[src/hdl/sfph_pkg.sv]
// Constants, types and helpers shared by the flash protect and hold logic.
// Assumes one system clock of 125 MHz that samples every serial pin.
package sfph_pkg;

   // System clock and power-up write delay
   localparam int CLK_NS     = 8;
   localparam int PUW_NS     = 100000;  // Arbitrary default
   localparam int PUW_CYCLES = (PUW_NS + CLK_NS - 1) / CLK_NS;
   localparam int PUW_W      = 20;

   // Array geometry
   localparam int ARRAY_BYTES = 4194304;
   localparam int PAGE_BYTES  = 256;
   localparam int NUM_PAGES   = 16384;
   localparam int NUM_SECTORS = 64;
   localparam int SECT_BYTES  = 65536;
   localparam int ADDR_W      = 22;
   localparam int SECT_W      = 6;
   localparam int SECT_LSB    = 16;

   // Instruction codes
   localparam logic [7:0] OP_WRITE_ENABLE  = 8'h06;
   localparam logic [7:0] OP_WRITE_DISABLE = 8'h04;
   localparam logic [7:0] OP_STATUS_READ   = 8'h05;
   localparam logic [7:0] OP_STATUS_WRITE  = 8'h01;
   localparam logic [7:0] OP_PAGE_PROGRAM  = 8'h02;
   localparam logic [7:0] OP_SECTOR_ERASE  = 8'hd8;
   localparam logic [7:0] OP_BULK_ERASE    = 8'hc7;
   localparam logic [7:0] OP_DEEP_DOWN     = 8'hb9;
   localparam logic [7:0] OP_RELEASE       = 8'hab;
   localparam logic [7:0] OP_NONE          = 8'h00;

   // Bytes per frame, opcode included
   localparam logic [2:0] LEN_STATUS_WRITE = 3'h2;
   localparam logic [2:0] LEN_SECTOR_ERASE = 3'h4;
   localparam logic [2:0] LEN_PROGRAM_MIN  = 3'h5;
   localparam logic [2:0] LEN_SINGLE       = 3'h1;
   localparam logic [2:0] LEN_SATURATE     = 3'h7;

   // Status byte layout and reset values
   localparam int ST_BUSY   = 0;
   localparam int ST_LATCH  = 1;
   localparam int ST_BP_LSB = 2;
   localparam int ST_LOCK   = 7;
   localparam logic [7:0] STATUS_RST = 8'h00;
   localparam logic [2:0] BP_NONE    = 3'h0;

   // Internal cycles; there is deliberately no page erase
   typedef enum logic [1:0] {
      CYC_STATUS,
      CYC_PROGRAM,
      CYC_SECTOR,
      CYC_BULK
   } sfph_cyc_e;

   // First protected sector for a protect code; 64 means none
   function automatic logic [6:0] sfphFirstProt(input logic [2:0] bp);
      case (bp)
         3'h0:    sfphFirstProt = 7'h40;
         3'h1:    sfphFirstProt = 7'h3f;
         3'h2:    sfphFirstProt = 7'h3e;
         3'h3:    sfphFirstProt = 7'h3c;
         3'h4:    sfphFirstProt = 7'h38;
         3'h5:    sfphFirstProt = 7'h30;
         3'h6:    sfphFirstProt = 7'h20;
         default: sfphFirstProt = 7'h00;
      endcase
   endfunction : sfphFirstProt

   // Status byte as seen by software
   function automatic logic [7:0] sfphStatus(input logic busy,
      input logic latch, input logic [2:0] bp, input logic lock);
      sfphStatus = STATUS_RST;
      sfphStatus[ST_BUSY] = busy;
      sfphStatus[ST_LATCH] = latch;
      sfphStatus[ST_BP_LSB +: 3] = bp;
      sfphStatus[ST_LOCK] = lock;
   endfunction : sfphStatus

endpackage : sfph_pkg

[src/hdl/sfph_sync.sv]
// Two-stage synchroniser for a group of pin levels.
// Assumes the inputs are asynchronous to mclk.
`timescale 1ns/1ps
`default_nettype none
module sfph_sync #(
   parameter int           W       = 1,
   parameter logic [W-1:0] RST_VAL = '0
) (
   // Clock and reset
   input  wire logic         mclk,
   input  wire logic         rst,
   // Levels
   input  wire logic [W-1:0] din,
   output logic      [W-1:0] dout
);
   typedef struct packed {
      logic [W-1:0] s1;
      logic [W-1:0] s2;
   } sfph_sync_s;

   sfph_sync_s q;
   sfph_sync_s d;

   // First stage feeds only the second
   always_comb begin
      d = q;
      d.s1 = din;
      d.s2 = q.s1;
   end

   always_ff @(posedge mclk or posedge rst) begin
      if (rst) begin
         q <= {RST_VAL, RST_VAL};
      end else begin
         q <= d;
      end
   end

   assign dout = q.s2;
endmodule : sfph_sync
`default_nettype wire

[src/hdl/sfph_protect.sv]
// Decides whether an address lies in the area shielded by a protect code.
// Assumes the address has already been captured from the serial frame.
`timescale 1ns/1ps
`default_nettype none
module sfph_protect
   import sfph_pkg::*;
(
   // Protect code and address
   input  wire logic [2:0]        bp,
   input  wire logic [ADDR_W-1:0] addr,
   // Result
   output logic                   hit
);
   logic [SECT_W-1:0] sector;

   // Sector n spans n*10000h to n*10000h+ffffh
   assign sector = addr[SECT_LSB +: SECT_W];
   assign hit = {1'b0, sector} >= sfphFirstProt(bp);
endmodule : sfph_protect
`default_nettype wire

[src/hdl/sfph_core.sv]
// Protect, status flag and hold logic of a serial flash, sampled on mclk.
// Assumes an engine that runs each started cycle and pulses engineDone,
// and a non-volatile store that presents its bits on nvBoot after reset.
`timescale 1ns/1ps
`default_nettype none
module sfph_core
   import sfph_pkg::*;
#(
   parameter int PUW_COUNT = PUW_CYCLES
) (
   // Clock and reset
   input  wire logic              mclk,
   input  wire logic              rst,
   // Serial pins
   input  wire logic              chipSelN,
   input  wire logic              sclk,
   input  wire logic              sdi,
   input  wire logic              holdN,
   input  wire logic              writeProtN,
   output logic                   sdo,
   output logic                   sdoOeN,
   // Program and erase engine
   output logic                   cycStart,
   output sfph_cyc_e              cycKind,
   output logic      [ADDR_W-1:0] cycAddr,
   output logic      [7:0]        progData,
   output logic                   progValid,
   input  wire logic              engineDone,
   // Non-volatile status store
   input  wire logic [3:0]        nvBoot,
   output logic                   nvWrite,
   output logic      [3:0]        nvData,
   // State seen by the system
   output logic      [7:0]        statusOut,
   output logic                   deepDown
);
   typedef struct packed {
      logic              loaded;
      logic [PUW_W-1:0]  pwrCnt;
      logic              pwrDone;
      logic              inDp;
      logic              busy;
      logic              writeLatchFlag;
      logic              lock;
      logic [2:0]        bp;
      logic              csPrevN;
      logic              sclkPrev;
      logic              holdActive;
      logic [2:0]        bitCnt;
      logic [2:0]        byteCnt;
      logic [7:0]        shiftIn;
      logic [7:0]        opcode;
      logic [23:0]       addr;
      logic [7:0]        wrData;
      logic              sdo;
      logic              sdoOeN;
      logic              cycStart;
      sfph_cyc_e         cycKind;
      logic [ADDR_W-1:0] cycAddr;
      logic [7:0]        progData;
      logic              progValid;
      logic              nvWrite;
      logic [3:0]        nvData;
      logic [7:0]        statusOut;
   } sfph_state_s;

   sfph_state_s q;
   sfph_state_s d;

   logic [4:0] pinS;
   logic       csNS;
   logic       sclkS;
   logic       sdiS;
   logic       holdNS;
   logic       wpNS;
   logic       protHit;
   logic       hardwareProtectState;
   logic       exeOk;
   logic       sclkRise;
   logic       sclkFall;
   logic       csRise;
   logic [7:0] inByte;
   logic [7:0] stat;

   // Two flops per pin, reset to idle levels so no false edge follows
   sfph_sync #(
      .W       (5),
      .RST_VAL (5'h17)
   ) u_sync (
      .mclk (mclk),
      .rst  (rst),
      .din  ({chipSelN, sclk, sdi, holdN, writeProtN}),
      .dout (pinS)
   );

   assign {csNS, sclkS, sdiS, holdNS, wpNS} = pinS;

   sfph_protect u_protect (
      .bp   (q.bp),
      .addr (q.addr[ADDR_W-1:0]),
      .hit  (protHit)
   );

   assign hardwareProtectState = q.lock & ~wpNS;
   assign sclkRise = sclkS & ~q.sclkPrev;
   assign sclkFall = ~sclkS & q.sclkPrev;
   assign csRise = csNS & ~q.csPrevN;
   assign inByte = {q.shiftIn[6:0], sdiS};
   assign stat = sfphStatus(q.busy, q.writeLatchFlag, q.bp, q.lock);
   // A frame counts only when it ends on a byte boundary, out of pause
   assign exeOk = csRise & ~q.holdActive & q.pwrDone & q.loaded &
                  (q.bitCnt == 3'h0) & (q.byteCnt != 3'h0);

   always_comb begin
      d = q;
      d.cycStart = 1'b0;
      d.progValid = 1'b0;
      d.nvWrite = 1'b0;
      d.sclkPrev = sclkS;
      d.csPrevN = csNS;
      // Stored bits are read back once after reset
      if (!q.loaded) begin
         d.loaded = 1'b1;
         d.lock = nvBoot[3];
         d.bp = nvBoot[2:0];
      end
      if (!q.pwrDone) begin
         if (q.pwrCnt >= PUW_W'(PUW_COUNT - 1)) begin
            d.pwrDone = 1'b1;
         end else begin
            d.pwrCnt = q.pwrCnt + 1'b1;
         end
      end
      // Pause has no effect here, so a running cycle always finishes
      if (q.busy && engineDone) begin
         d.busy = 1'b0;
      end
      if (exeOk) begin
         if (q.opcode == OP_RELEASE) begin
            d.inDp = 1'b0;
         end else if (!q.inDp && !q.busy) begin
            case (q.opcode)
               OP_WRITE_ENABLE: begin
                  d.writeLatchFlag = 1'b1;
               end
               OP_WRITE_DISABLE: begin
                  d.writeLatchFlag = 1'b0;
               end
               OP_DEEP_DOWN: begin
                  d.inDp = 1'b1;
               end
               OP_STATUS_WRITE: begin
                  // Frozen bits: refused whole while the pin locks them
                  if (q.writeLatchFlag && !hardwareProtectState &&
                      q.byteCnt == LEN_STATUS_WRITE) begin
                     d.lock = q.wrData[ST_LOCK];
                     d.bp = q.wrData[ST_BP_LSB +: 3];
                     d.nvWrite = 1'b1;
                     d.nvData = {q.wrData[ST_LOCK],
                                 q.wrData[ST_BP_LSB +: 3]};
                     d.writeLatchFlag = 1'b0;
                     d.busy = 1'b1;
                     d.cycStart = 1'b1;
                     d.cycKind = CYC_STATUS;
                  end
               end
               OP_PAGE_PROGRAM: begin
                  if (q.writeLatchFlag && !protHit &&
                      q.byteCnt >= LEN_PROGRAM_MIN) begin
                     d.writeLatchFlag = 1'b0;
                     d.busy = 1'b1;
                     d.cycStart = 1'b1;
                     d.cycKind = CYC_PROGRAM;
                     d.cycAddr = q.addr[ADDR_W-1:0];
                  end
               end
               OP_SECTOR_ERASE: begin
                  if (q.writeLatchFlag && !protHit &&
                      q.byteCnt == LEN_SECTOR_ERASE) begin
                     d.writeLatchFlag = 1'b0;
                     d.busy = 1'b1;
                     d.cycStart = 1'b1;
                     d.cycKind = CYC_SECTOR;
                     d.cycAddr = q.addr[ADDR_W-1:0];
                  end
               end
               OP_BULK_ERASE: begin
                  if (q.writeLatchFlag && q.bp == BP_NONE &&
                      q.byteCnt == LEN_SINGLE) begin
                     d.writeLatchFlag = 1'b0;
                     d.busy = 1'b1;
                     d.cycStart = 1'b1;
                     d.cycKind = CYC_BULK;
                     d.cycAddr = '0;
                  end
               end
               default: begin
               end
            endcase
         end
      end
      if (csNS) begin
         // Deselect clears the frame, and any pause with it
         d.holdActive = 1'b0;
         d.bitCnt = 3'h0;
         d.byteCnt = 3'h0;
         d.opcode = OP_NONE;
      end else begin
         // Pause follows the pin only while the clock is low
         if (!sclkS) begin
            d.holdActive = ~holdNS;
         end
         // Counters simply stand still while paused
         if (!q.holdActive) begin
            if (sclkRise) begin
               d.shiftIn = inByte;
               d.bitCnt = q.bitCnt + 3'h1;
               if (q.bitCnt == 3'h7) begin
                  if (q.byteCnt == 3'h0) begin
                     d.opcode = inByte;
                  end else if (q.byteCnt <= 3'h3) begin
                     d.addr = {q.addr[15:0], inByte};
                  end
                  if (q.byteCnt == 3'h1) begin
                     d.wrData = inByte;
                  end
                  // Bytes go to the page buffer; only cycStart commits
                  if (q.byteCnt >= 3'h4 &&
                      q.opcode == OP_PAGE_PROGRAM) begin
                     d.progData = inByte;
                     d.progValid = 1'b1;
                  end
                  if (q.byteCnt != LEN_SATURATE) begin
                     d.byteCnt = q.byteCnt + 3'h1;
                  end
               end
            end
            if (sclkFall && q.opcode == OP_STATUS_READ &&
                q.byteCnt != 3'h0) begin
               d.sdo = stat[3'h7 - q.bitCnt];
            end
         end
      end
      d.sdoOeN = ~(~csNS & ~d.holdActive & ~q.inDp &
                   d.opcode == OP_STATUS_READ &
                   d.byteCnt != 3'h0);
      d.statusOut = sfphStatus(d.busy, d.writeLatchFlag, d.bp, d.lock);
   end

   // Reset clears the latch; stored bits reload one cycle later
   always_ff @(posedge mclk or posedge rst) begin
      if (rst) begin
         q <= '0;
         q.sdoOeN <= 1'b1;
         q.sclkPrev <= 1'b0;
         q.csPrevN <= 1'b1;
      end else begin
         q <= d;
      end
   end

   assign sdo = q.sdo;
   assign sdoOeN = q.sdoOeN;
   assign cycStart = q.cycStart;
   assign cycKind = q.cycKind;
   assign cycAddr = q.cycAddr;
   assign progData = q.progData;
   assign progValid = q.progValid;
   assign nvWrite = q.nvWrite;
   assign nvData = q.nvData;
   assign statusOut = q.statusOut;
   assign deepDown = q.inDp;
endmodule : sfph_core
`default_nettype wire

[config.mk]
export PLATFORM = sky130hd
export DESIGN_NAME = sfph_core
export DESIGN_NICKNAME = d
export VERILOG_FILES = /design/src/hdl/sfph_pkg.sv /design/src/hdl/sfph_sync.sv /design/src/hdl/sfph_protect.sv /design/src/hdl/sfph_core.sv
export SDC_FILE = /design/constraint.sdc
export NUM_CORES = 1
export LEC_CHECK = 0
export ABC_AREA = 1
export BUFFER_PORTS_ARGS = -buffer_cell sky130_fd_sc_hd__buf_2
export CORE_ASPECT_RATIO = 0.6
export CORE_UTILIZATION = 25
export CTS_CLUSTER_SIZE = 28
export DETAILED_ROUTE_END_ITERATION = 12
export GPL_ROUTABILITY_DRIVEN = 0
export GPL_TIMING_DRIVEN = 0
export PLACE_DENSITY = 0.41
export SLEW_MARGIN = 20
export SYNTH_ARGS = -nofsm -noshare
export SYNTH_HDL_FRONTEND = slang
export SYNTH_SLANG_ARGS = --single-unit
[constraint.sdc]
create_clock -name mclk -period 3.6 [get_ports mclk]
set_input_delay 0.18 -clock mclk [delete_from_list [all_inputs] [get_ports mclk]]
set_output_delay 0.18 -clock mclk [all_outputs]
set_load 0.01 [all_outputs]
; After elaboration in Yosys (flattened, before gate mapping)
; Cells that the tools add are included.
; W data, S select, Z words.
[totals]
reg_bits = 143
latch_bits = 0
ram_bits = 0
romBits = 0
input_bits = 12
output_inout_bits = 50
wordCells = 180
n_memories = 0
[classes]
add_sub_neg = 4
n_mul = 0
n_div = 0
order_cmp = 6
n_eq_ne = 26
n_shift = 0
n_mux = 51
bitwise_logic = 27
n_reduce_logical = 37
[op_table]
columns = op, count
row1 = $mux W25, 6
row2 = $pmux W22 S3, 1
row3 = $mux W55, 1
row4 = $mux W54, 1
row5 = $pmux W7 S7, 1
row6 = $mux W24, 2
row7 = $mux W40, 1
row8 = $eq A8 B3 Y1 const B, 4
row9 = $eq A8 B8 Y1 const B, 4
row10 = $mux W5, 5
row11 = $mux W8, 3
row12 = $add A20 B1 Y20 const B, 1
row13 = $ge A20 B14 Y1 const B, 1
row14 = $mux W6, 3
row15 = $eq A3 B3 Y1 const B, 5
row16 = $reduce_and A5 Y1, 3
row17 = $mux W7, 2
row18 = $not A1 Y1, 14
row19 = $and A1 B1 Y1, 13
row20 = $mux W1, 13
row21 = $logic_and A1 B1 Y1, 12
row22 = $pmux W3 S4, 1
row23 = $eq A3 B2 Y1 const B, 3
row24 = $logic_not A3 Y1, 3
row25 = 27 further kinds, 48

; Logic depth before layout (Yosys ltp)
[depth]
word_depth = 13
depth_mapped = 16
mapped_depth_nobuf = 15

; Cells and area by module
; From an unflattened synthesis, not the netlist that was laid out.
[unflattened]
cells_unflattened = 829
area_unflattened_um2 = 6690.2
[modules_own_cells]
columns = module, n_inst, cells_each, area_per_inst_um2, seq_area_each_um2
row1 = sfph_core, 1, 780, 6212.2, 3005.4
row2 = sfph_sync, 1, 11, 264.0, 260.2
row3 = sfph_protect, 1, 38, 214.0, 0.0

; Worst setup path before layout
; OpenSTA, ideal clock, no wires.
[synth_timing]
path_type = register to register
start = register q[107] in the netlist's numbering
end = register q, in the netlist cycAddr[0]
setup_ns = 0.116
t_arrival_ns = 1.996
t_required_ns = 3.484
setup_slack_ns = 1.488
stages_incl_launch_ff = 15
path_buffers = 1
period_less_slack_ns = 2.112
path_cell_list = dfrtp_1 > nor2_4 > nor2_1 > nand2_1 > a31oi_1 > ha_1 > nand3_1 > a21oi_1 > nand2_2 > nand4_4 > a21oi_2 > nand3_2 > buf_6 > nand2_1 > nand2_1
[synth_between]
elab_chain_len = 8
word_cells_on_any_way = 19
classes_between = 1 x order compare / 9 x eq/ne / 1 x mux / 8 x reduce/logical
[synth_rtl]
columns = element, line
row1 = from (decl), sfph_core.sv:67  ; sfph_state_s q;
row2 = $eq A3 B3 Y1 (tied with other cells), sfph_pkg.sv:58  ; case (bp)
row3 = $pmux W7 S7, sfph_pkg.sv:58
row4 = $ge A6 B7 Y1, sfph_protect.sv:18  ; assign hit = {1'b0, sector} >= sfphFirstProt(bp);
row5 = $logic_not A1 Y1, "sfph_core.sv:168, sfph_core.sv:178"
row6 = $logic_and A1 B1 Y1, "sfph_core.sv:168, sfph_core.sv:178"
row7 = "$logic_and A1 B1 Y1, on equally long branches", "sfph_core.sv:178, sfph_core.sv:168"
row8 = $ne A2 B2 Y1 (no line), --
row9 = $reduce_and A7 Y1 (no line) *, --
; Every way passes the cells marked *; elsewhere a longest branch is shown, timed or not.
; A chain may end at the register's enable or synchronous reset.

; Worst setup path in the final report
[layout_timing]
start = register q[107] in the netlist's numbering
end = register q, in the netlist cycAddr[12]
; Same word-level chain as after synthesis.

==> flow_summary.json <==
{
  "crit_path_max_fanout": 10,
  "min_delay_worst_endpoint": "statusOut[7]$_DFF_PP0_",
  "worst_clock_skew_ns": 0.009358,
  "synth_top_area_share_pct": 45.56,
  "synth_area_leader_cell": "dfrtp_1",
  "grt_max_degree": 33,
  "min_period_over_period_pct": 71.63,
  "core_area_um2": 25560,
  "grt-ovfl-total": 0,
  "internal_power_mw": 2.594,
  "grt_pass1_vias": 5008,
  "track_usage_pct": 14.00,
  "cts_resized": 0,
  "yosys-top-cells-area": "dfrtp_1, nand2_1, inv_1, buf_4, nor2_1",
  "stdcell_count": 1254,
  "worstReg2RegStart": "q[107]$_DFF_PP0_",
  "startpoint_type": "flip-flop",
  "worst_setup_path_end_kind": "flip-flop",
  "placed_cells": 1215,
  "power.density_nw_per_um2": 432.3,
  "wl_met1_um": 10180,
  "ys.warnings.count": 0,
  "antenna_cells": 0,
  "insertion_delay_ns": 0.44,
  "cts_hold_buf": 7,
  "pwr-share-clk_pct": 50.9,
  "holdCritStartpoint": "nvBoot[3]",
  "worstPathArrival_ns": 2.90,
  "drive_above_1_share_pct": 22.51,
  "io_pins": 62,
  "max_slew.worst_pin.slew_ns": 0.6631,
  "fillers": 2802,
  "clock_path_buffers": 2,
  "synth_seq_cells": 130,
  "routedWlPerCell_um": 13.83,
  "outcome": "complete, no violations",
  "synth_ff_type": "dfrtp_1",
  "fin_tns_setup_ns": 0,
  "hold_viol_final": 0,
  "grt_pass1_wl_um": 28300,
  "r2r-end": "cycAddr[12]$_DFFE_PP0P_",
  "die_h_um": 127.8,
  "syn_area_per_cell_um2": 8.249,
  "ir_drop_mv": 0.3197,
  "fmax_ghz": 0.3878,
  "leakage_nw": 4.100,
  "fin_crit_ns": 2.579,
  "drt_wl_total_um": 17340,
  "synth_cell_types": 42,
  "pwr-share-comb_pct": 5.5,
  "clk_pin_slew_worst_paths_ns": 0.06,
  "routed-wl-met2_um": 6190,
  "antenna_left": 0,
  "cts_num_sinks": 130,
  "vias": 5199,
  "synth-edff-count": 0,
  "hpwl_um": 13230,
  "drt_iter0_markers": 356,
  "wl_met3_um": 761,
  "crit_type": "flip-flop to flip-flop",
  "rsz0062_at_grt": "false",
  "r2r_cells": 14,
  "syn_area_um2": 6591,
  "async_flop_share_pct": 100.0,
  "hold-path-cell-count": 5,
  "topRoutingLayerUsed": "met4",
  "maxCapViolations": 0,
  "start_util_pct": 25.79,
  "cts_tree": "built",
  "ys_seq_area_share_pct": 49.54,
  "placement.io_buffers": 59,
  "reg2reg_slack_ns": 1.02,
  "htree_num_levels": 4,
  "yosys-top-cells-count": "nand2_1, dfrtp_1, inv_1",
  "slew_violations": 0,
  "fin_nets": 915,
  "syn2layout_area_growth_pct": 22.63,
  "cts_root_buf": "clkbuf_16",
  "hold_class": "primary input to flip-flop",
  "die_w_um": 211.6,
  "finalSetupViolCount": 0,
  "swShare_pct": 25.76,
  "p_sw_mw": 0.9002,
  "post_cts_buffers": 0,
  "dieArea_um2": 27040,
  "antenna_found_initial": 1,
  "cts_buffers": 17,
  "avgViaCountPerCell": 4.146,
  "syn_inst": 799,
  "slew_headroom_pct": 55.39,
  "drtPass1Iterations": 5,
  "seq_power_share_pct": 43.6,
  "yosysMostFrequentCell": "nand2_1",
  "row_count": 45,
  "post-route-drc-count": 0,
  "power.total_mw": 3.494,
  "worstPathRequired_ns": 3.93
}
[metal layers]
metal | GRT usage (%) | vias to the layer above
met5 | 0 | -
met4 | 4.390 | 0
met3 | 3.993 | 18
met2 | 16.78 | 106
met1 | 22.70 | 2422
li1 | - | 2653
[worst max-delay path: stages, from the launching register on]
cell	delay (ns)
dfrtp_1	0.52
nor2_4	0.10
nor2_1	0.17
nand2_1	0.10
a31oi_1	0.17
ha_1	0.26
nand3_1	0.09
a21oi_1	0.05
nand2_2	0.12
nand4_4	0.16
a21oi_2	0.21
nand3_2	0.21
buf_6	0.21
nand2_1	0.06
nand2_1	0.05
[power groups by stage]
stage / registers (mW) / clock network (mW) / logic, mW
2_1_floorplan: 1.54 / 0 / 0.109
3_3_place_gp: 1.55 / 0 / 0.178
3_5_place_dp: 1.55 / 0 / 0.190
5_1_grt: 1.53 / 1.91 / 0.219
4_1_cts: 1.52 / 1.84 / 0.196
6_report: 1.52 / 1.78 / 0.192
[cell usage in the layout (no fill, tap or decap), types with 7 or more instances in the layout]
cell type / netlist / routed
nand4_1: 10 / 10
o21ai_0: 48 / 48
dfstp_2: 10 / 10
a21oi_1: 11 / 11
clkbuf_16: 0 / 17
nor3_1: 10 / 10
inv_2: 9 / 9
nand3_1: 41 / 41
nor2_1: 75 / 75
nand2_1: 203 / 203
ha_1: 14 / 14
clkbuf_1: 9 / 9
inv_1: 100 / 99
dlygate4sd3_1: 0 / 7
buf_4: 46 / 46
buf_2: 7 / 66
dfrtp_1: 120 / 120
inv_6: 0 / 7
o21ai_1: 26 / 26
[final cells by class]
cell class / count / area (um2) / area share, %
flip-flops and latches: 130 / 3266 / 40.40
multi-input cells: 495 / 2461 / 30.45
plain buffers: 66 / 459.2 / 5.681
repair buffers: 70 / 445.4 / 5.511
well taps: 352 / 440.4 / 5.449
clock buffers: 17 / 425.4 / 5.263
inverters: 109 / 412.9 / 5.108
clock inverters: 15 / 172.7 / 2.136
[kinds of logic (layout without fill, tap and decap cells)]
kind of cell	after synthesis	in the layout	share of synthesized area, %
XOR/XNOR	6	6	0.7973
other	2	3	0.1139
buffers and inverters	175	277	13.17
flip-flops	130	130	49.54
AO/OA/AOI/OAI	97	97	7.840
adder cells (fa/ha/maj)	14	14	2.658
AND/OR/NAND/NOR	375	375	25.87
[worst max-delay path by stage]
stage,start,to
2_1_floorplan,q[107]$_DFF_PP0_,cycAddr[0]$_DFFE_PP0P_
3_3_place_gp,rst,q[123]$_DFFE_PP0P_
3_5_place_dp,q[107]$_DFF_PP0_,cycAddr[4]$_DFFE_PP0P_
4_1_cts,q[107]$_DFF_PP0_,cycAddr[12]$_DFFE_PP0P_
5_1_grt,q[107]$_DFF_PP0_,cycAddr[12]$_DFFE_PP0P_
6_report,q[107]$_DFF_PP0_,cycAddr[12]$_DFFE_PP0P_
[state kept, by name (all words and copies together), names as in the netlist, 2 cells and up]
name	flops
statusOut	4
q	67
cycAddr	22
progData	8
u_sync.d	5
u_sync.dout	5
nvData	4
cycKind	2
inByte	7
[stage by stage]
step	cell area (um2)	worst slack, ns	hold WS (ns)	utilization (%)
final	8083	1.021	0.05873	31.62
after global routing	8083	0.7293	0.05842	31.62
after CTS	8083	0.9431	0.03894	31.62
after detailed placement	7415	0.9647	0.2373	29.01
after global placement	7335	0.7211	0.2857	28.69
after floorplan	6599	1.488	0.1845	-
Note: power is estimated with default switching activity, not from simulation.
